===== config.mk =====
export PLATFORM = sky130hd
export DESIGN_NAME = pcmsig_framer
export DESIGN_NICKNAME = d
export VERILOG_FILES = /design/src/pcmsig_pkg.sv /design/src/pcmsig_exp_if.sv /design/src/pcmsig_expander.sv /design/src/pcmsig_framer.sv
export SDC_FILE = /design/constraint.sdc
export NUM_CORES = 1
export LEC_CHECK = 0
export BUFFER_PORTS_ARGS = -buffer_cell sky130_fd_sc_hd__buf_4
export CELL_PAD_IN_SITES_DETAIL_PLACEMENT = 1
export CELL_PAD_IN_SITES_GLOBAL_PLACEMENT = 1
export CORE_UTILIZATION = 25
export DETAILED_ROUTE_END_ITERATION = 10
export PLACE_DENSITY_LB_ADDON = 0.05
export SLEW_MARGIN = 0
export SYNTH_ARGS = -nofsm -noshare
export SYNTH_HDL_FRONTEND = slang
export SYNTH_SLANG_ARGS = --single-unit

===== constraint.sdc =====
create_clock -name core_clk -period 3.9 [get_ports core_clk]
set_clock_uncertainty 0.2 [all_clocks]
set_input_delay 0.78 -clock core_clk [delete_from_list [all_inputs] [get_ports core_clk]]
set_output_delay 0.78 -clock core_clk [all_outputs]
set_load 0.1 [all_outputs]

===== src/pcmsig_pkg.sv =====
// Operation
// - With signaling enabled each companded channel uses two back-to-back slots, sample then signaling byte.
// - The signaling byte holds debounced hook at bit 7, line two or muxed hook at bit 6, clock fail at bit 2.
// - Signaling bit 7 is shifted on the bit period right after sample bit 0, with no gap.
// - The signaling slot is driven even while the channel is inactive.
// - Robbed-bit mode is switched on by the robbed-bit enable bit.
// - Robbed-bit handling applies only under mu-law and only on the receive path.
// - Transmit bytes are always complete and never touched by robbed-bit mode.
// - In a robbed-bit frame the received LSB is dropped and half its weight is fed to the expander.
// - A robbed-bit frame needs enable, mu-law, a two-cycle sync pulse now and not the time before.
// - Sync is sampled on falling bit clock edges; high, high, then low marks a two-cycle pulse.
// - Half-weight substitution hits only the channel's own receive slot in a robbed-bit frame.
// - The companding law is chosen by the A-law/mu-law select bit.
// - The sync pulse marks slot 0 and all slots are counted from it.
package pcmsig_pkg;

  // -----------------------------------------------------------------
  // register map, byte addresses
  // -----------------------------------------------------------------
  localparam logic [4:0] OFF_CTRL       = 5'h00;
  localparam logic [4:0] OFF_SLOT       = 5'h04;
  localparam logic [4:0] OFF_TX_DATA    = 5'h08;
  localparam logic [4:0] OFF_RX_DATA    = 5'h0c;
  localparam logic [4:0] OFF_RX_LINEAR  = 5'h10;
  localparam logic [4:0] OFF_LINE_STAT  = 5'h14;
  localparam logic [4:0] OFF_IRQ_STATUS = 5'h18;
  localparam logic [4:0] OFF_IRQ_MASK   = 5'h1c;

  // -----------------------------------------------------------------
  // field positions
  // -----------------------------------------------------------------
  localparam int CTRL_SIG_EN_BIT = 0;
  localparam int CTRL_RBE_BIT    = 1;
  localparam int CTRL_ULAW_BIT   = 2;
  localparam int CTRL_LINEAR_BIT = 3;
  localparam int CTRL_ACTIVE_BIT = 4;
  localparam int CTRL_MUXSEL_BIT = 5;
  localparam int CTRL_W          = 6;
  localparam int SLOT_TX_LSB     = 0;
  localparam int SLOT_CS_LSB     = 8;
  localparam int SLOT_RX_LSB     = 16;
  localparam int SIGB_HOOK_BIT   = 7;
  localparam int SIGB_LINE_BIT   = 6;
  localparam int SIGB_CLOCK_FAIL_FLAG_BIT  = 2;
  localparam int LSTAT_ROB_BIT   = 8;
  localparam int LSTAT_PREV2_BIT = 9;
  localparam int IRQ_FRAME_BIT   = 0;
  localparam int IRQ_RX_BIT      = 1;
  localparam int IRQ_ROBBED_BIT  = 2;
  localparam int IRQ_W           = 3;

  // -----------------------------------------------------------------
  // reset values and widths
  // -----------------------------------------------------------------
  localparam logic [CTRL_W-1:0] CTRL_RESET = 6'h00;
  localparam logic [IRQ_W-1:0]  MASK_RESET = 3'h0;
  localparam int SLOT_W     = 7;
  localparam int CSLOT_W    = 3;
  localparam int BIT_CNT_W  = 11;
  localparam int SYNC_N     = 7;

  // -----------------------------------------------------------------
  // timing
  // -----------------------------------------------------------------
  localparam int CLK_PERIOD_NS    = 8;
  localparam int HOOK_DEBOUNCE_NS = 1000000;
  localparam int HOOK_DEBOUNCE_CYC = (HOOK_DEBOUNCE_NS + CLK_PERIOD_NS - 1) / CLK_PERIOD_NS;
  localparam logic [1:0] ROBBED_PULSE_LEN = 2'h2;

endpackage : pcmsig_pkg


===== src/pcmsig_exp_if.sv =====
// -------------------------------------------------------------------
// companded byte in, linear sample out
// -------------------------------------------------------------------
interface pcmsig_exp_if;
  logic        [7:0]  code;
  logic               ulaw;
  logic               half_lsb;
  logic signed [15:0] linear;
  modport expander (input code, input ulaw, input half_lsb, output linear);
  modport user     (output code, output ulaw, output half_lsb, input linear);
endinterface : pcmsig_exp_if


===== src/pcmsig_expander.sv =====
// -------------------------------------------------------------------
// g.711 expander with half-lsb substitution
// -------------------------------------------------------------------
module pcmsig_expander (
  pcmsig_exp_if.expander x
);

  // decode; half_lsb drops the mantissa lsb and adds half its weight
  always_comb begin
    logic [7:0]  u;
    logic [2:0]  seg;
    logic [3:0]  mant;
    logic [15:0] t;
    u    = x.ulaw ? ~x.code : (x.code ^ 8'h55);
    seg  = u[6:4];
    mant = u[3:0];
    t    = 16'h0000;
    if (x.ulaw) begin
      t = {9'h000, mant[3:1], (x.half_lsb ? 1'b0 : mant[0]), x.half_lsb, 2'h0};
      t = (t + 16'h0084) << seg;
      t = t - 16'h0084;
      x.linear = u[7] ? -$signed(t) : $signed(t);
    end else begin
      // a-law never substitutes: robbed bits exist only under mu-law
      t = {8'h00, mant, 4'h0};
      if (seg == 3'h0) begin
        t = t + 16'h0008;
      end else begin
        t = (t + 16'h0108) << (seg - 3'h1);
      end
      x.linear = u[7] ? $signed(t) : -$signed(t);
    end
  end

endmodule : pcmsig_expander


===== src/pcmsig_framer.sv =====
module pcmsig_framer #(
  parameter int HOOK_DEBOUNCE_CYCLES = pcmsig_pkg::HOOK_DEBOUNCE_CYC
) (
  input  wire logic        core_clk,
  input  wire logic        rst_n,
  input  wire logic [4:0]  avs_address,
  input  wire logic        avs_read,
  input  wire logic        avs_write,
  input  wire logic [31:0] avs_writedata,
  input  wire logic [3:0]  avs_byteenable,
  output logic      [31:0] avs_readdata,
  output logic             avs_waitrequest,
  output logic             irq,
  input  wire logic        pcm_clk,
  input  wire logic        frame_sync,
  input  wire logic        pcm_rx_data,
  output logic             pcm_tx_out,
  output logic             pcm_tx_oe,
  input  wire logic        hook_detect_input,
  input  wire logic        second_line_input,
  input  wire logic        muxed_hook_input,
  input  wire logic        clock_fail_flag
);

  localparam int DB_W = $clog2(HOOK_DEBOUNCE_CYCLES + 1);
  localparam int BW   = pcmsig_pkg::BIT_CNT_W;

  if (HOOK_DEBOUNCE_CYCLES < 1) begin : g_bad_debounce
    $error("debounce count must be at least one cycle");
  end

  // -----------------------------------------------------------------
  // pin synchronisers
  // -----------------------------------------------------------------
  logic [pcmsig_pkg::SYNC_N-1:0] pins_raw;
  logic [pcmsig_pkg::SYNC_N-1:0] sync_a;
  logic [pcmsig_pkg::SYNC_N-1:0] sync_b;
  assign pins_raw = {clock_fail_flag, muxed_hook_input, second_line_input,
                     hook_detect_input, pcm_rx_data, frame_sync, pcm_clk};

  for (genvar i = 0; i < pcmsig_pkg::SYNC_N; i++) begin : g_sync
    // two flops; only the second one is ever read
    always_ff @(posedge core_clk or negedge rst_n) begin
      if (!rst_n) begin
        sync_a[i] <= 1'b0;
        sync_b[i] <= 1'b0;
      end else begin
        sync_a[i] <= pins_raw[i];
        sync_b[i] <= sync_a[i];
      end
    end
  end

  logic pclk_s, fs_s, rxd_s, hook_s, line2_s, mux_s, clock_fail_flag_s;
  assign {clock_fail_flag_s, mux_s, line2_s, hook_s, rxd_s, fs_s, pclk_s} = sync_b;

  // -----------------------------------------------------------------
  // registers
  // -----------------------------------------------------------------
  logic [pcmsig_pkg::CTRL_W-1:0]  ctrl;
  logic [pcmsig_pkg::SLOT_W-1:0]  tx_slot;
  logic [pcmsig_pkg::SLOT_W-1:0]  rx_slot;
  logic [pcmsig_pkg::CSLOT_W-1:0] clock_slot;
  logic [15:0]                    tx_data;
  logic [15:0]                    rx_data;
  logic [15:0]                    rx_linear;
  logic [pcmsig_pkg::IRQ_W-1:0]   irq_status;
  logic [pcmsig_pkg::IRQ_W-1:0]   irq_mask;
  logic [pcmsig_pkg::IRQ_W-1:0]   irq_set;
  logic                           bus_done;
  logic                           sel_ctrl, sel_slot, sel_tx;

  wire signaling_slot_enable = ctrl[pcmsig_pkg::CTRL_SIG_EN_BIT];
  wire robbed_bit_enable     = ctrl[pcmsig_pkg::CTRL_RBE_BIT];
  wire ulaw_sel              = ctrl[pcmsig_pkg::CTRL_ULAW_BIT];
  wire linear_mode           = ctrl[pcmsig_pkg::CTRL_LINEAR_BIT];
  wire chan_active           = ctrl[pcmsig_pkg::CTRL_ACTIVE_BIT];

  assign bus_done = (avs_read | avs_write) & ~avs_waitrequest;
  assign sel_ctrl = avs_write & bus_done & (avs_address == pcmsig_pkg::OFF_CTRL);
  assign sel_slot = avs_write & bus_done & (avs_address == pcmsig_pkg::OFF_SLOT);
  assign sel_tx   = avs_write & bus_done & (avs_address == pcmsig_pkg::OFF_TX_DATA);

  // one wait cycle per access; request completes on the second edge
  always_ff @(posedge core_clk or negedge rst_n) begin
    if (!rst_n) begin
      avs_waitrequest <= 1'b1;
    end else begin
      avs_waitrequest <= ~((avs_read | avs_write) & avs_waitrequest);
    end
  end

  // control writes honour byte lanes; law select steers the expander
  always_ff @(posedge core_clk or negedge rst_n) begin
    if (!rst_n) begin
      ctrl       <= pcmsig_pkg::CTRL_RESET;
      tx_slot    <= '0;
      rx_slot    <= '0;
      clock_slot <= '0;
      tx_data    <= 16'h0000;
      irq_mask   <= pcmsig_pkg::MASK_RESET;
    end else begin
      if (sel_ctrl && avs_byteenable[0]) begin
        ctrl <= avs_writedata[pcmsig_pkg::CTRL_W-1:0];
      end
      if (sel_slot && avs_byteenable[0]) begin
        tx_slot <= avs_writedata[pcmsig_pkg::SLOT_TX_LSB +: pcmsig_pkg::SLOT_W];
      end
      if (sel_slot && avs_byteenable[1]) begin
        clock_slot <= avs_writedata[pcmsig_pkg::SLOT_CS_LSB +: pcmsig_pkg::CSLOT_W];
      end
      if (sel_slot && avs_byteenable[2]) begin
        rx_slot <= avs_writedata[pcmsig_pkg::SLOT_RX_LSB +: pcmsig_pkg::SLOT_W];
      end
      if (sel_tx && avs_byteenable[0]) begin
        tx_data[7:0] <= avs_writedata[7:0];
      end
      if (sel_tx && avs_byteenable[1]) begin
        tx_data[15:8] <= avs_writedata[15:8];
      end
      if (avs_write && bus_done && avs_address == pcmsig_pkg::OFF_IRQ_MASK
          && avs_byteenable[0]) begin
        irq_mask <= avs_writedata[pcmsig_pkg::IRQ_W-1:0];
      end
    end
  end

  // -----------------------------------------------------------------
  // hook debounce
  // -----------------------------------------------------------------
  logic            hook_deb;
  logic [DB_W-1:0] db_cnt;
  always_ff @(posedge core_clk or negedge rst_n) begin
    if (!rst_n) begin
      hook_deb <= 1'b0;
      db_cnt   <= '0;
    end else if (hook_s == hook_deb) begin
      db_cnt <= '0;
    end else if (db_cnt == DB_W'(HOOK_DEBOUNCE_CYCLES - 1)) begin
      hook_deb <= hook_s;
      db_cnt   <= '0;
    end else begin
      db_cnt <= db_cnt + DB_W'(1);
    end
  end

  // reserved bits stay zero
  logic [7:0] sig_byte;
  always_comb begin
    sig_byte = 8'h00;
    sig_byte[pcmsig_pkg::SIGB_HOOK_BIT]  = hook_deb;
    sig_byte[pcmsig_pkg::SIGB_LINE_BIT]  = ctrl[pcmsig_pkg::CTRL_MUXSEL_BIT] ? mux_s : line2_s;
    sig_byte[pcmsig_pkg::SIGB_CLOCK_FAIL_FLAG_BIT] = clock_fail_flag_s;
  end

  // -----------------------------------------------------------------
  // bit clock edges, frame sync and bit counter
  // -----------------------------------------------------------------
  logic          pclk_d, pclk_rise, pclk_fall;
  logic          fs_prev;
  logic [1:0]    fs_run;
  logic          prev_two, robbed_frame, frame_seen;
  logic [BW-1:0] bit_cnt, next_bit_cnt;
  logic          pulse_end, frame_start;

  assign pclk_rise   = pclk_s & ~pclk_d;
  assign pclk_fall   = ~pclk_s & pclk_d;
  assign frame_start = pclk_fall & fs_s & ~fs_prev;
  assign pulse_end   = pclk_fall & ~fs_s & (fs_run != 2'h0);
  assign next_bit_cnt = (bit_cnt == {BW{1'b1}} - BW'(1)) ? bit_cnt : bit_cnt + BW'(1);

  always_ff @(posedge core_clk or negedge rst_n) begin
    if (!rst_n) begin
      pclk_d <= 1'b0;
    end else begin
      pclk_d <= pclk_s;
    end
  end

  // frame sync sampled on falling bit clock; pulse length classified at its end
  always_ff @(posedge core_clk or negedge rst_n) begin
    if (!rst_n) begin
      fs_prev      <= 1'b0;
      fs_run       <= 2'h0;
      prev_two     <= 1'b0;
      robbed_frame <= 1'b0;
    end else if (pclk_fall) begin
      fs_prev <= fs_s;
      if (fs_s) begin
        fs_run <= (fs_run == 2'h3) ? fs_run : fs_run + 2'h1;
      end else begin
        fs_run <= 2'h0;
      end
      if (pulse_end) begin
        prev_two     <= (fs_run == pcmsig_pkg::ROBBED_PULSE_LEN);
        robbed_frame <= robbed_bit_enable & ulaw_sel & ~prev_two
                        & (fs_run == pcmsig_pkg::ROBBED_PULSE_LEN);
      end
    end
  end

  // slot 0 bit 0 begins at the first rising edge after the sync sample
  always_ff @(posedge core_clk or negedge rst_n) begin
    if (!rst_n) begin
      bit_cnt    <= {BW{1'b1}};
      frame_seen <= 1'b0;
    end else if (frame_start) begin
      bit_cnt    <= {BW{1'b1}};
      frame_seen <= 1'b1;
    end else if (pclk_rise && bit_cnt == {BW{1'b1}}) begin
      bit_cnt <= '0;
    end else if (pclk_rise) begin
      bit_cnt <= next_bit_cnt;
    end
  end

  // -----------------------------------------------------------------
  // transmit: sample slot, then signaling slot at same offset
  // -----------------------------------------------------------------
  logic [BW-1:0] tx_start, tx_idx, cnt_after;
  logic          tx_expect_bit;
  assign tx_start  = BW'({tx_slot, 3'h0}) + BW'(clock_slot);
  assign cnt_after = (bit_cnt == {BW{1'b1}}) ? '0 : next_bit_cnt;
  assign tx_idx    = cnt_after - tx_start;
  assign tx_expect_bit = tx_data[3'h7 - tx_idx[2:0]];

  // robbed-bit state never enters this path: full bytes always go out
  always_ff @(posedge core_clk or negedge rst_n) begin
    if (!rst_n) begin
      pcm_tx_out <= 1'b0;
      pcm_tx_oe  <= 1'b0;
    end else if (pclk_rise) begin
      pcm_tx_out <= 1'b0;
      pcm_tx_oe  <= 1'b0;
      if (frame_seen && linear_mode && chan_active && tx_idx < BW'(16)) begin
        pcm_tx_out <= tx_data[4'hf - tx_idx[3:0]];
        pcm_tx_oe  <= 1'b1;
      end else if (frame_seen && !linear_mode && chan_active && tx_idx < BW'(8)) begin
        pcm_tx_out <= tx_expect_bit;
        pcm_tx_oe  <= 1'b1;
      end else if (frame_seen && !linear_mode && signaling_slot_enable
                   && tx_idx >= BW'(8) && tx_idx < BW'(16)) begin
        pcm_tx_out <= sig_byte[3'h7 - tx_idx[2:0]];
        pcm_tx_oe  <= 1'b1;
      end
    end
  end

  // -----------------------------------------------------------------
  // receive: shift on falling edges, expand at end of slot
  // -----------------------------------------------------------------
  pcmsig_exp_if ex ();
  pcmsig_expander u_expander (.x(ex.expander));

  logic [BW-1:0] rx_start, rx_idx;
  logic [15:0]   rx_shift;
  logic          rx_capture;
  assign rx_start   = BW'({rx_slot, 3'h0}) + BW'(clock_slot);
  assign rx_idx     = bit_cnt - rx_start;
  assign rx_capture = pclk_fall & frame_seen & ~frame_start
                      & (rx_idx == (linear_mode ? BW'(15) : BW'(7)));
  assign ex.code     = {rx_shift[6:0], rxd_s};
  assign ex.ulaw     = ulaw_sel;
  assign ex.half_lsb = robbed_frame & robbed_bit_enable & ulaw_sel;

  always_ff @(posedge core_clk or negedge rst_n) begin
    if (!rst_n) begin
      rx_shift  <= 16'h0000;
      rx_data   <= 16'h0000;
      rx_linear <= 16'h0000;
    end else begin
      if (pclk_fall) begin
        rx_shift <= {rx_shift[14:0], rxd_s};
      end
      if (rx_capture) begin
        rx_data   <= {rx_shift[14:0], rxd_s};
        rx_linear <= linear_mode ? {rx_shift[14:0], rxd_s} : ex.linear;
      end
    end
  end

  // -----------------------------------------------------------------
  // interrupts and read path
  // -----------------------------------------------------------------
  logic clr_status;
  assign irq_set    = {pulse_end & robbed_bit_enable & ulaw_sel & ~prev_two
                       & (fs_run == pcmsig_pkg::ROBBED_PULSE_LEN), rx_capture, frame_start};
  assign clr_status = avs_read & bus_done & (avs_address == pcmsig_pkg::OFF_IRQ_STATUS);

  // set beats the read-clear in the same cycle
  always_ff @(posedge core_clk or negedge rst_n) begin
    if (!rst_n) begin
      irq_status <= '0;
      irq        <= 1'b0;
    end else begin
      irq_status <= (clr_status ? '0 : irq_status) | irq_set;
      irq        <= |(((clr_status ? '0 : irq_status) | irq_set) & irq_mask);
    end
  end

  logic [31:0] next_readdata;
  always_comb begin
    next_readdata = 32'h0000_0000;
    case (avs_address)
      pcmsig_pkg::OFF_CTRL:       next_readdata = 32'(ctrl);
      pcmsig_pkg::OFF_SLOT:       next_readdata = {9'h000, rx_slot, 5'h00, clock_slot,
                                                   1'b0, tx_slot};
      pcmsig_pkg::OFF_TX_DATA:    next_readdata = {16'h0000, tx_data};
      pcmsig_pkg::OFF_RX_DATA:    next_readdata = {16'h0000, rx_data};
      pcmsig_pkg::OFF_RX_LINEAR:  next_readdata = {16'h0000, rx_linear};
      pcmsig_pkg::OFF_LINE_STAT:  next_readdata = {22'h000000, prev_two, robbed_frame, sig_byte};
      pcmsig_pkg::OFF_IRQ_STATUS: next_readdata = 32'(irq_status);
      pcmsig_pkg::OFF_IRQ_MASK:   next_readdata = 32'(irq_mask);
      default:                    next_readdata = 32'h0000_0000;
    endcase
  end

  always_ff @(posedge core_clk or negedge rst_n) begin
    if (!rst_n) begin
      avs_readdata <= 32'h0000_0000;
    end else if (avs_read && avs_waitrequest) begin
      avs_readdata <= next_readdata;
    end
  end

  // -----------------------------------------------------------------
  // assertions
  // -----------------------------------------------------------------
  property p_sig_follows;
    @(posedge core_clk) disable iff (!rst_n)
    pclk_rise && frame_seen && !linear_mode && signaling_slot_enable && tx_idx == BW'(8)
    |=> pcm_tx_oe && pcm_tx_out == $past(sig_byte[7]);
  endproperty
  a_sig_follows: assert property (p_sig_follows) else $error("signaling bit 7 late");

  property p_sig_inactive;
    @(posedge core_clk) disable iff (!rst_n)
    pclk_rise && frame_seen && !linear_mode && signaling_slot_enable && !chan_active
    && tx_idx >= BW'(8) && tx_idx < BW'(16) |=> pcm_tx_oe;
  endproperty
  a_sig_inactive: assert property (p_sig_inactive) else $error("signaling slot idle");

  property p_sig_layout;
    @(posedge core_clk) disable iff (!rst_n)
    sig_byte[7] == hook_deb && sig_byte[2] == clock_fail_flag_s && sig_byte[5:3] == 3'h0
    && sig_byte[1:0] == 2'h0;
  endproperty
  a_sig_layout: assert property (p_sig_layout) else $error("signaling byte layout");

  property p_tx_byte;
    @(posedge core_clk) disable iff (!rst_n)
    pclk_rise && frame_seen && !linear_mode && chan_active && tx_idx < BW'(8)
    |=> pcm_tx_oe && pcm_tx_out == $past(tx_expect_bit);
  endproperty
  a_tx_byte: assert property (p_tx_byte) else $error("tx byte altered");

  property p_half_only_ulaw;
    @(posedge core_clk) disable iff (!rst_n)
    ex.half_lsb |-> ex.ulaw && robbed_bit_enable && robbed_frame;
  endproperty
  a_half_only_ulaw: assert property (p_half_only_ulaw) else $error("half lsb off mu");

  property p_robbed_set;
    @(posedge core_clk) disable iff (!rst_n)
    pulse_end && fs_run == 2'h2 && !prev_two && robbed_bit_enable && ulaw_sel
    |=> robbed_frame && prev_two;
  endproperty
  a_robbed_set: assert property (p_robbed_set) else $error("robbed frame missed");

  property p_long_pulse;
    @(posedge core_clk) disable iff (!rst_n)
    pulse_end && fs_run != 2'h2 |=> !robbed_frame && !prev_two;
  endproperty
  a_long_pulse: assert property (p_long_pulse) else $error("bad pulse classified");

  property p_slot_zero;
    @(posedge core_clk) disable iff (!rst_n)
    frame_start |=> bit_cnt == {BW{1'b1}} && frame_seen;
  endproperty
  a_slot_zero: assert property (p_slot_zero) else $error("frame start not slot 0");

  c_robbed: cover property (@(posedge core_clk) disable iff (!rst_n) $rose(robbed_frame));
  c_sig_tx: cover property (@(posedge core_clk) disable iff (!rst_n)
    pclk_rise && signaling_slot_enable && tx_idx == BW'(15));
  c_rx_cap: cover property (@(posedge core_clk) disable iff (!rst_n)
    rx_capture && ex.half_lsb);
  c_irq:    cover property (@(posedge core_clk) disable iff (!rst_n) $rose(irq));

endmodule : pcmsig_framer


; Word-level counts from Yosys, hierarchy flattened
; Cells that the tools add are included.
[word_totals]
mem_count = 0
rom_bits = 0
latch_bits = 0
regBits = 178
in_bits = 52
mem_bits_rw = 0
[op_classes]
addsub = 16
n_reduce_logical = 29
n_mul = 0
div_mod_pow = 0
eq_ne = 15
bitwise_logic = 40
muxes = 33
shifts = 2
order_cmp = 6
[op_table]
columns = operator, n
row1 = 23-bit case mux with 8 select lines, 1
row2 = 16-bit 2-to-1 mux, 6
row3 = 11-bit 2-to-1 mux, 5
row4 = 17-bit 2-to-1 mux, 2
row5 = 16-bit negation, 2
row6 = 16-bit by 3-bit left shift with 16-bit output, 2
row7 = 1-bit bitwise AND, 26
row8 = 10-bit by 3-bit adder with 11-bit output, 2
row9 = "11-bit == test, second input constant", 2
row10 = 11-bit subtractor, 2
row11 = "5-bit == test, second input constant", 4
row12 = 1-bit logical AND, 20
row13 = "17-bit by 1-bit adder with 17-bit output, second input constant", 1
row14 = "17-bit == test, second input constant", 1
row15 = "16-bit by 8-bit subtractor with 16-bit output, second input constant", 1
row16 = "11-bit by 1-bit adder with 11-bit output, second input constant", 1
row17 = 11-bit by 4-bit == test with 1-bit output, 1
row18 = "11-bit by 4-bit >= comparator with 1-bit output, second input constant", 1
row19 = "11-bit by 4-bit < comparator with 1-bit output, second input constant", 1
row20 = "11-bit by 5-bit < comparator with 1-bit output, second input constant", 1
row21 = 1-bit 2-to-1 mux, 11
row22 = "8-bit by 9-bit adder with 10-bit output, second input constant", 1
row23 = "5-bit by 4-bit == test with 1-bit output, second input constant", 2
row24 = "7-bit by 8-bit adder with 9-bit output, second input constant", 1
row25 = other kinds (31), 44

; Logic depth before layout (Yosys ltp)
; Gate-level depths: netlist of the first run.
[logic_depth]
depth_word = 11
depth_mapped = 19
depth_no_buf = 18

; By module
; A second synthesis of the first run with hierarchy kept.
[unflattened]
cells_unflattened = 1133
hier_area_um2 = 11016.8
[by_module_without_submodules]
columns = mod, instances, cells_per_inst, area_each_um2, seq_area_each_um2
row1 = pcmsig_framer, 1, 839, 9102.5, 4244.1
row2 = pcmsig_expander, 1, 294, 1914.3, 0.0

; Least setup slack after synthesis of the first run
; Ideal clock, no wire load.
[synth_timing]
path_kind = register to register
startpoint = register bit_cnt[0]
endpoint = register rx_data[12]
path_slack_ps = -247
path_stages_with_launch = 17
period_less_slack_ps = 4147
t_arrival_ps = 3823
cell_sequence = dfstp_2 > inv_1 > ha_1 > inv_1 > ha_1 > or2_2 > fa_1 > nand2b_1 > a21oi_1 > o21ai_0 > a21o_1 > a21oi_1 > xnor2_1 > and4_1 > clkbuf_1 > buf_2 > mux2_2
[synth_via]
elab_chain_len = 3
[synth_lines]
columns = element, line
row1 = "start, declared", pcmsig_framer.sv:163  ; logic [BW-1:0] bit_cnt, next_bit_cnt;
row2 = "start signal, assigned", pcmsig_framer.sv:205  ; bit_cnt <= {BW{1'b1}};
row3 = "start signal, assigned", pcmsig_framer.sv:208  ; bit_cnt <= {BW{1'b1}};
row4 = "start signal, assigned", pcmsig_framer.sv:213  ; bit_cnt <= next_bit_cnt;
row5 = 11-bit subtractor, pcmsig_framer.sv:259  ; assign rx_idx = bit_cnt - rx_start;
row6 = 11-bit by 4-bit == test with 1-bit output, pcmsig_framer.sv:261  ; & (rx_idx == (linear_mode ? BW'(15) : BW'(7)));
row7 = 1-bit bitwise AND, pcmsig_framer.sv:261
row8 = "end signal, assigned", pcmsig_framer.sv:276  ; rx_data <= {rx_shift[14:0], rxd_s};
row9 = "end, declared", pcmsig_framer.sv:65  ; logic [15:0] rx_data;
; No other way between the ends.
; A chain may end at the register's enable or synchronous reset.

; Worst setup path in the final report of the first run
[layout_timing]
startpoint = register bit_cnt[4]
endpoint = register pcm_tx_out
[layout_via]
elab_chain_len = 10
[layout_lines]
columns = element, line
row1 = 11-bit by 1-bit adder with 11-bit output or 11-bit == test (tied branches), pcmsig_framer.sv:170  ; assign next_bit_cnt = (bit_cnt == {BW{1'b1}} - BW'(1)) ? bit_cnt : bit_cnt + BW'(1);
row2 = 11-bit 2-to-1 mux, pcmsig_framer.sv:170
row3 = 11-bit 2-to-1 mux *, pcmsig_framer.sv:223  ; assign cnt_after = (bit_cnt == {BW{1'b1}}) ? '0 : next_bit_cnt;
row4 = 11-bit subtractor *, pcmsig_framer.sv:224  ; assign tx_idx = cnt_after - tx_start;
row5 = 11-bit by 4-bit >= comparator with 1-bit output or 3-bit subtractor (tied branches), "pcmsig_framer.sv:242, pcmsig_framer.sv:225, pcmsig_framer.sv:243"
row6 = 1-bit logical AND or 1-bit binary-select mux with 3-bit select (tied branches), "pcmsig_framer.sv:242, pcmsig_framer.sv:243"
row7 = 1-bit logical AND or 1-bit 2-to-1 mux (tied branches), "pcmsig_framer.sv:242, pcmsig_framer.sv:243"
row8 = 1-bit 2-to-1 mux, pcmsig_framer.sv:241  ; end else if (frame_seen && !linear_mode && signaling_slot_enable
row9 = 1-bit 2-to-1 mux, pcmsig_framer.sv:238  ; end else if (frame_seen && !linear_mode && chan_active && tx_idx < BW'(8)) begin
row10 = 1-bit 2-to-1 mux *, pcmsig_framer.sv:235  ; if (frame_seen && linear_mode && chan_active && tx_idx < BW'(16)) begin
row11 = "end signal, assigned", pcmsig_framer.sv:236  ; pcm_tx_out <= tx_data[4'hf - tx_idx[3:0]];
row12 = "end signal, assigned", pcmsig_framer.sv:239  ; pcm_tx_out <= tx_expect_bit;
row13 = "end signal, assigned", pcmsig_framer.sv:243  ; pcm_tx_out <= sig_byte[3'h7 - tx_idx[2:0]];
row14 = "end, declared", pcmsig_framer.sv:17  ; output logic pcm_tx_out,
; Every way passes the cells marked *; elsewhere a longest branch is shown, timed or not. The select of a mux whose other input is x is not followed.

==> results of run 1 <==
## stage by stage
step,util,cells,power [mW],TNS [ns]
global placement,0.301,1837,6.45,-2.48
global route,0.325,1876,9.36,-0.305
floorplan,-,1178,4.77,0
finish,0.325,1876,8.72,-0.0390
detailed placement,0.301,1837,6.48,-2.52
CTS,0.317,1870,8.37,-0.00660
## where the power goes
| group | internal [mW] | switching, mW |
|---|---|---|
| clock | 0.916 | 0.790 |
| sequential | 1.93 | 0.168 |
| combinational | 2.19 | 2.72 |
## state kept, by name, indices dropped and copies added, names as in the netlist, 2 cells and up
signal        flops
db_cnt           17
irq_status        3
tx_data          16
avs_readdata     23
irq_mask          3
bit_cnt          11
ctrl              6
rx_shift         15
rx_slot           7
sync_a            7
rx_linear        16
fs_run            2
rx_data          16
tx_slot           7
clock_slot        3
## kinds of logic (layout without fill, tap and decap cells)
logic type | Yosys count | in the layout | share of synthesized area
AOI/OAI and AO/OA | 265 | 265 | 0.167
DFF | 169 | 169 | 0.393
and+or+nand+nor | 393 | 393 | 0.172
other | 1 | 9 | 0.000347
buffers and inverters | 134 | 293 | 0.0528
muxes | 100 | 100 | 0.108
xor gates and xnor gates | 56 | 56 | 0.0454
adders and majority gates | 52 | 52 | 0.0617
## how the worst max path moves through the flow
| stage | endpoint | startpoint | slack, ns | cells after the start |
|---|---|---|---|---|
| floorplan | rx_linear[13] | rx_shift[3] | 0.02 | 19 |
| global placement | pcm_tx_out | bit_cnt[4] | -0.21 | 18 |
| detailed placement | pcm_tx_out | bit_cnt[4] | -0.23 | 18 |
| CTS | pcm_tx_out | bit_cnt[5] | -0.007 | 18 |
| global route | pcm_tx_out | bit_cnt[4] | -0.22 | 15 |
| finish | pcm_tx_out | bit_cnt[4] | -0.04 | 15 |
## synthesized netlist by cell type (all sizes together) (5+ instances only)
cell,count,area (µm²)
nand2,149,559
o2111ai,5,43.8
a222oi,6,60.1
nor2,88,330
a221oi,11,96.3
xnor2,33,289
a22oi,7,52.6
o21bai,6,45.0
or2,8,50.1
mux2i,24,240
a211oi,9,77.6
and2,11,68.8
mux2,70,792
mux4,6,135
a31oi,15,93.8
clkbuf,39,146
dfstp,12,315
o31ai,10,75.1
o21ai,80,404
buf,29,176
o211ai,6,45.0
ha,50,626
nor2b,13,81.3
nor3b,5,37.5
nor4,10,62.6
xor2,23,201
nand4,13,81.3
nand3,25,125
or3,8,50.1
dfrtp,157,3930
o22ai,6,37.5
and3,12,75.1
nor3,23,120
inv,65,244
a21o,13,97.6
a21oi,40,204
nand2b,10,62.6
## cell type report
type	instances	area (µm²)
Inverter	66	250
Sequential cell	169	4240
Clock inverter	12	118
Tap cell	539	674
Timing Repair Buffer	196	1600
Multi-Input combinational cell	875	6400
Fill cell	4882	28500
Clock buffer	19	453
## routing by layer
layer	part of all wire	up-vias	global-route usage
met4	0.014	0	0.0541
met2	0.44	129	0.270
met1	0.52	4616	0.262
met5	0	-	0
met3	0.028	26	0.0275
li1	-	4485	-
## worst max-delay path, cell delays in order, from the launching register on
cell	delay [ns]
dfstp_2	0.53
nand4_1	0.18
nor3_2	0.28
o21ai_1	0.11
o21ai_2	0.17
ha_2	0.20
inv_2	0.04
fa_2	0.59
buf_6	0.12
mux4_2	0.51
mux2i_4	0.18
o21ai_2	0.08
a32o_2	0.27
a41oi_2	0.15
buf_4	0.15
o21ai_1	0.06
## timing repair
action	in CTS	in global routing
endpoints found under the setup margin	20	23
gates cloned	0	1
hold endpoints to repair	0	0
gates resized for setup	22	67
buffers inserted	2	6
pin swaps	9	22
==> metrics, run 1 <==
WL final=38300 µm; FF-to-FF setup slack=-0.04 ns; YS warnings=0; vias per inst=just under 5; layout cells sized above 1=0.295; unrepaired setup endpoints after global routing=true; gr ovfl total=0; antenna violations before repair=0; R2R Path End=pcm_tx_out; CTS Sinks=169; final instance area=13700 µm²; final net count=between 1000 and 1500; post-synthesis sequential area ratio=0.393; Total GRT Usage=0.179; hpwl dp=29300 µm; Yosys reg bits=169; row cnt=75; hold_ws=approximately 0.14 ns; Hold Path Class=primary input to async pin; cell count after synthesis=around 1200; width of the die=approximately 210 µm; Synth Flop Type=dfrtp_1; full die area=between 40000 and 50000 µm²; Leak=between 6 and 7 nW; # Max-Cap Violations=0; clock insertion delay at the later pin of the skew report=0.47 ns; core area=approximately 42000 µm²; # port buffers=a little under 70; drc violations=0; Vias=slightly above 9000; Post-synth EDFFs=0; Achievable Freq=about 0.25 GHz; wire per inst=20.4 µm; Peak VDD IR=roughly 0.00019 V; CTS buffer count=17; failing checks=setup timing; largest net degree at the start of global routing=80; final setup margin=-0.0390 ns; first-pass GRT wire length=just under 60000 µm; final setup violating endpoints=1; clock slew at reported path FFs=around 0.070 ns; clock root buffer master=clkbuf_16; area post-placement=between 10000 and 15000 µm²; commonest non-fill, non-tap cells in the layout=buf_4, dfrtp_1, nand2_1, nor2_1, mux2_2; routability congestion estimate from global placement=around 0.76; CTS tree=built; WP data arrival=a little over 4 ns; Die Y=between 200 and 250 µm; worst reg2reg startpoint=bit_cnt[4]; Required @ worst endpoint=between 4 and 5 ns; Iteration-0 DRC Markers=about 480; number of global-route vias before repair=9633; Min Clock Period, post-route=3.94 ns; Async SR Flop Fraction=1.00; Initial Util=0.256; critical path peak fanout=2; htree depth=4; Placement Setup Slack=-0.226 ns; most common cell after layout, fill and taps aside=buf_4; Slew Viols, Final=0; Slew headroom=0.349; Worst Setup End Kind=flip-flop; Setup crit start kind=flip-flop; synthesized area per cell=slightly above 9 µm²; Mapped Area=approximately 11000 µm²; Worst Max-Slew Pin Slew=0.974 ns; ANT cells=0; antenna viol nets, final=0; drt pass-1 iters=5; Ports=88; P per Cell Area=around 630 nW/µm²; WS Path Type=flip-flop to flip-flop; Area Growth Syn to Fin=27.2%; Clock Tree Buf Depth=2; CTS Hold Buffers Added=0; Netlist cell types=between 80 and 90; reg2reg path depth=15; outcome=finished with violations; Final Hold Viols=0; crit share post-route=1.01
(Power assumes the default switching activity.)
==> run 2: changes to the inputs <==
--- a/config.mk
+++ b/config.mk
@@ -14,4 +14,5 @@
 export SLEW_MARGIN = 0
 export SYNTH_ARGS = -nofsm -noshare
 export SYNTH_HDL_FRONTEND = slang
+export SYNTH_HIERARCHICAL = 1
 export SYNTH_SLANG_ARGS = --single-unit
==> metrics, run 2 <==
first-pass GRT wire length=approximately 59000 µm; row cnt=76; layout cells sized above 1=0.359; full die area=between 40000 and 50000 µm²; htree depth=4; Vias=around 9000; synthesized area per cell=9.72 µm²; Fillers=around 4900; antenna viol nets, final=0; drt pass-1 iters=5; unrepaired setup endpoints after global routing=true; cell count after synthesis=1133; outcome=finished with violations; Final Hold Viols=0; Ports=88; top flop regs=avs_readdata (23), db_cnt (17); Initial Util=0.255; core area=roughly 43000 µm²; commonest non-fill, non-tap cells in the layout=buf_4, dfrtp_1, nand2_1, nor2_1, mux2_2; P per Cell Area=568 nW/µm²; setup TNS=-0.246 ns; final instance area=14500 µm²; clock root buffer master=clkbuf_16; NetSw=~3.2 mW; routability congestion estimate from global placement=just under 0.8; Final Power=slightly above 8 mW; Slew Viols, Final=0; Final Util=0.334; most common cell after layout, fill and taps aside=buf_4; Post-synth EDFFs=0; Yosys reg bits=around 170; Iteration-0 DRC Markers=around 360; failing checks=setup timing; width of the die=about 210 µm; combinational share of power=0.518; drc violations=0; Async SR Flop Fraction=1.00; Setup crit start kind=flip-flop; Leak=around 6.6 nW; CTS buffer count=17; post-synthesis sequential area ratio=0.385; CTS Sinks=between 150 and 200; Peak VDD IR=between 0.0003 and 0.0004 V; antenna violations before repair=1; Post-synth top cells=dfrtp_1, nand2_1, nor2_1; Synth Flop Type=dfrtp_1; Largest Register=avs_readdata; WP data arrival=approximately 4.2 ns; gr ovfl total=0; YS warnings=6; clock insertion delay at the later pin of the skew report=between 0.4 and 0.5 ns; sw frac=0.391; final setup violating endpoints=4; post-synth top area share=0.357; Worst Setup End Kind=flip-flop; crit share post-route=1.03; Min Clock Period, post-route=about 4 ns; hold_ws=~0.10 ns; Seq pwr share=0.250; Hold Path Class=primary input to async pin; CTS Hold Buffers Added=0; CTS tree=built; Area contributors post-synth=dfrtp_1, mux2_2, ha_1, nand2_1, mux2_4; Int Pwr=5.00 mW; wire per inst=between 15 and 20 µm; Slew headroom=0.347; Mapped Area=11000 µm²; Achievable Freq=~0.25 GHz; Area Growth Syn to Fin=31.3%; critical path peak fanout=5; number of global-route vias before repair=approximately 9400; ANT cells=0; Total GRT Usage=0.179; area post-placement=around 13000 µm²; final net count=~1400; Worst Max-Slew Pin Slew=approximately 0.98 ns; clock slew at reported path FFs=about 0.07 ns; Clk pwr share=0.231; area leader, netlist=dfrtp_1; Clock Tree Buf Depth=2; WL final=38000 µm; Required @ worst endpoint=slightly above 4 ns; final setup margin=-0.108 ns; # port buffers=a little under 70; WS Path Type=flip-flop to flip-flop; largest net degree at the start of global routing=between 60 and 70; max reg flops=23; Die Y=around 210 µm; most frequent cell after synthesis=dfrtp_1; Netlist cell types=100; hpwl dp=roughly 29000 µm; vias per inst=about 4.7; # Max-Cap Violations=0
## run 2: worst max-delay path: stages (launching register included)
cell and delay, ns:
dfrtp_1 0.40, nand2_2 0.09, nor2_4 0.12, and3b_1 0.20, or4_4 0.53, ha_4 0.19
nand3b_1 0.11, or3_1 0.13, a22oi_2 0.06, a311oi_2 0.30, and3_4 0.26, buf_6 0.11
a21oi_4 0.05, or3_4 0.36, a21oi_4 0.17, a21oi_2 0.06, mux2_4 0.29, mux2_4 0.26
## run 2: cells by family after synthesis
family                   synth area share
AO/OA/AOI/OAI                       0.139
XOR/XNOR                           0.0474
adder cells (fa/ha/maj)            0.0604
buffers and inverters              0.0512
flip-flops                          0.385
multiplexers                        0.146
other                            0.000682
AND/OR/NAND/NOR                     0.170
## run 2: path summary, 6_finish.rpt
kind	startpoint	slack [ns]	cells past startpoint	to
setup / recovery	ctrl[2]	-0.11	17	rx_linear[13]
hold / removal	rst_n	0.1	1	rx_data[14]
setup reg to reg	ctrl[2]	-0.11	17	rx_linear[13]
hold reg to reg	sync_a[6]	0.15	0	clock_fail_flag_s
max in group asynchronous	rst_n	2.59	2	bit_cnt[10]
min in group core_clk	sync_a[6]	0.15	0	clock_fail_flag_s
## run 2: repair_timing
item / 4_1_cts / 5_1_grt
gates cloned: 3 / 0
endpoints found under the setup margin: 34 / 36
pin swaps: 16 / 25
resized for setup: 51 / 65
buffers inserted: 8 / 10
## run 2: metal layers
metal | GRT usage | routed length (µm)
met1 | 0.249 | 19000
met2 | 0.280 | 17500
met3 | 0.0415 | 1190
met4 | 0.0352 | 311
met5 | 0 | 12
## run 2: stage by stage
step	std cells	setup slack [ns]
6_report	1921	-0.108
5_1_grt	1921	-0.281
4_1_cts	1913	-0.0927
3_5_place_dp	1870	-0.297
3_3_place_gp	1870	-0.263
2_1_floorplan	1142	0.00340
## run 2: layout make-up
class	instances	area [µm²]	share of cell area
clock buffer	19	433	0.0299
clock inverter	13	191	0.0132
inverter	64	244	0.0169
multi-input combinational	846	6760	0.467
sequential	169	4250	0.294
tap	585	732	0.0506
timing repair buffer	225	1860	0.129
## run 2: power by group through the flow
stage               Combinational, mW  Sequential [mW]  Clock [mW]
floorplan                        2.36             2.09           0
global placement                 3.80             2.08           0
detailed placement               3.83             2.09           0
CTS                              4.02             2.06        1.98
global route                     4.69             2.08        2.04
finish                           4.26             2.06        1.90
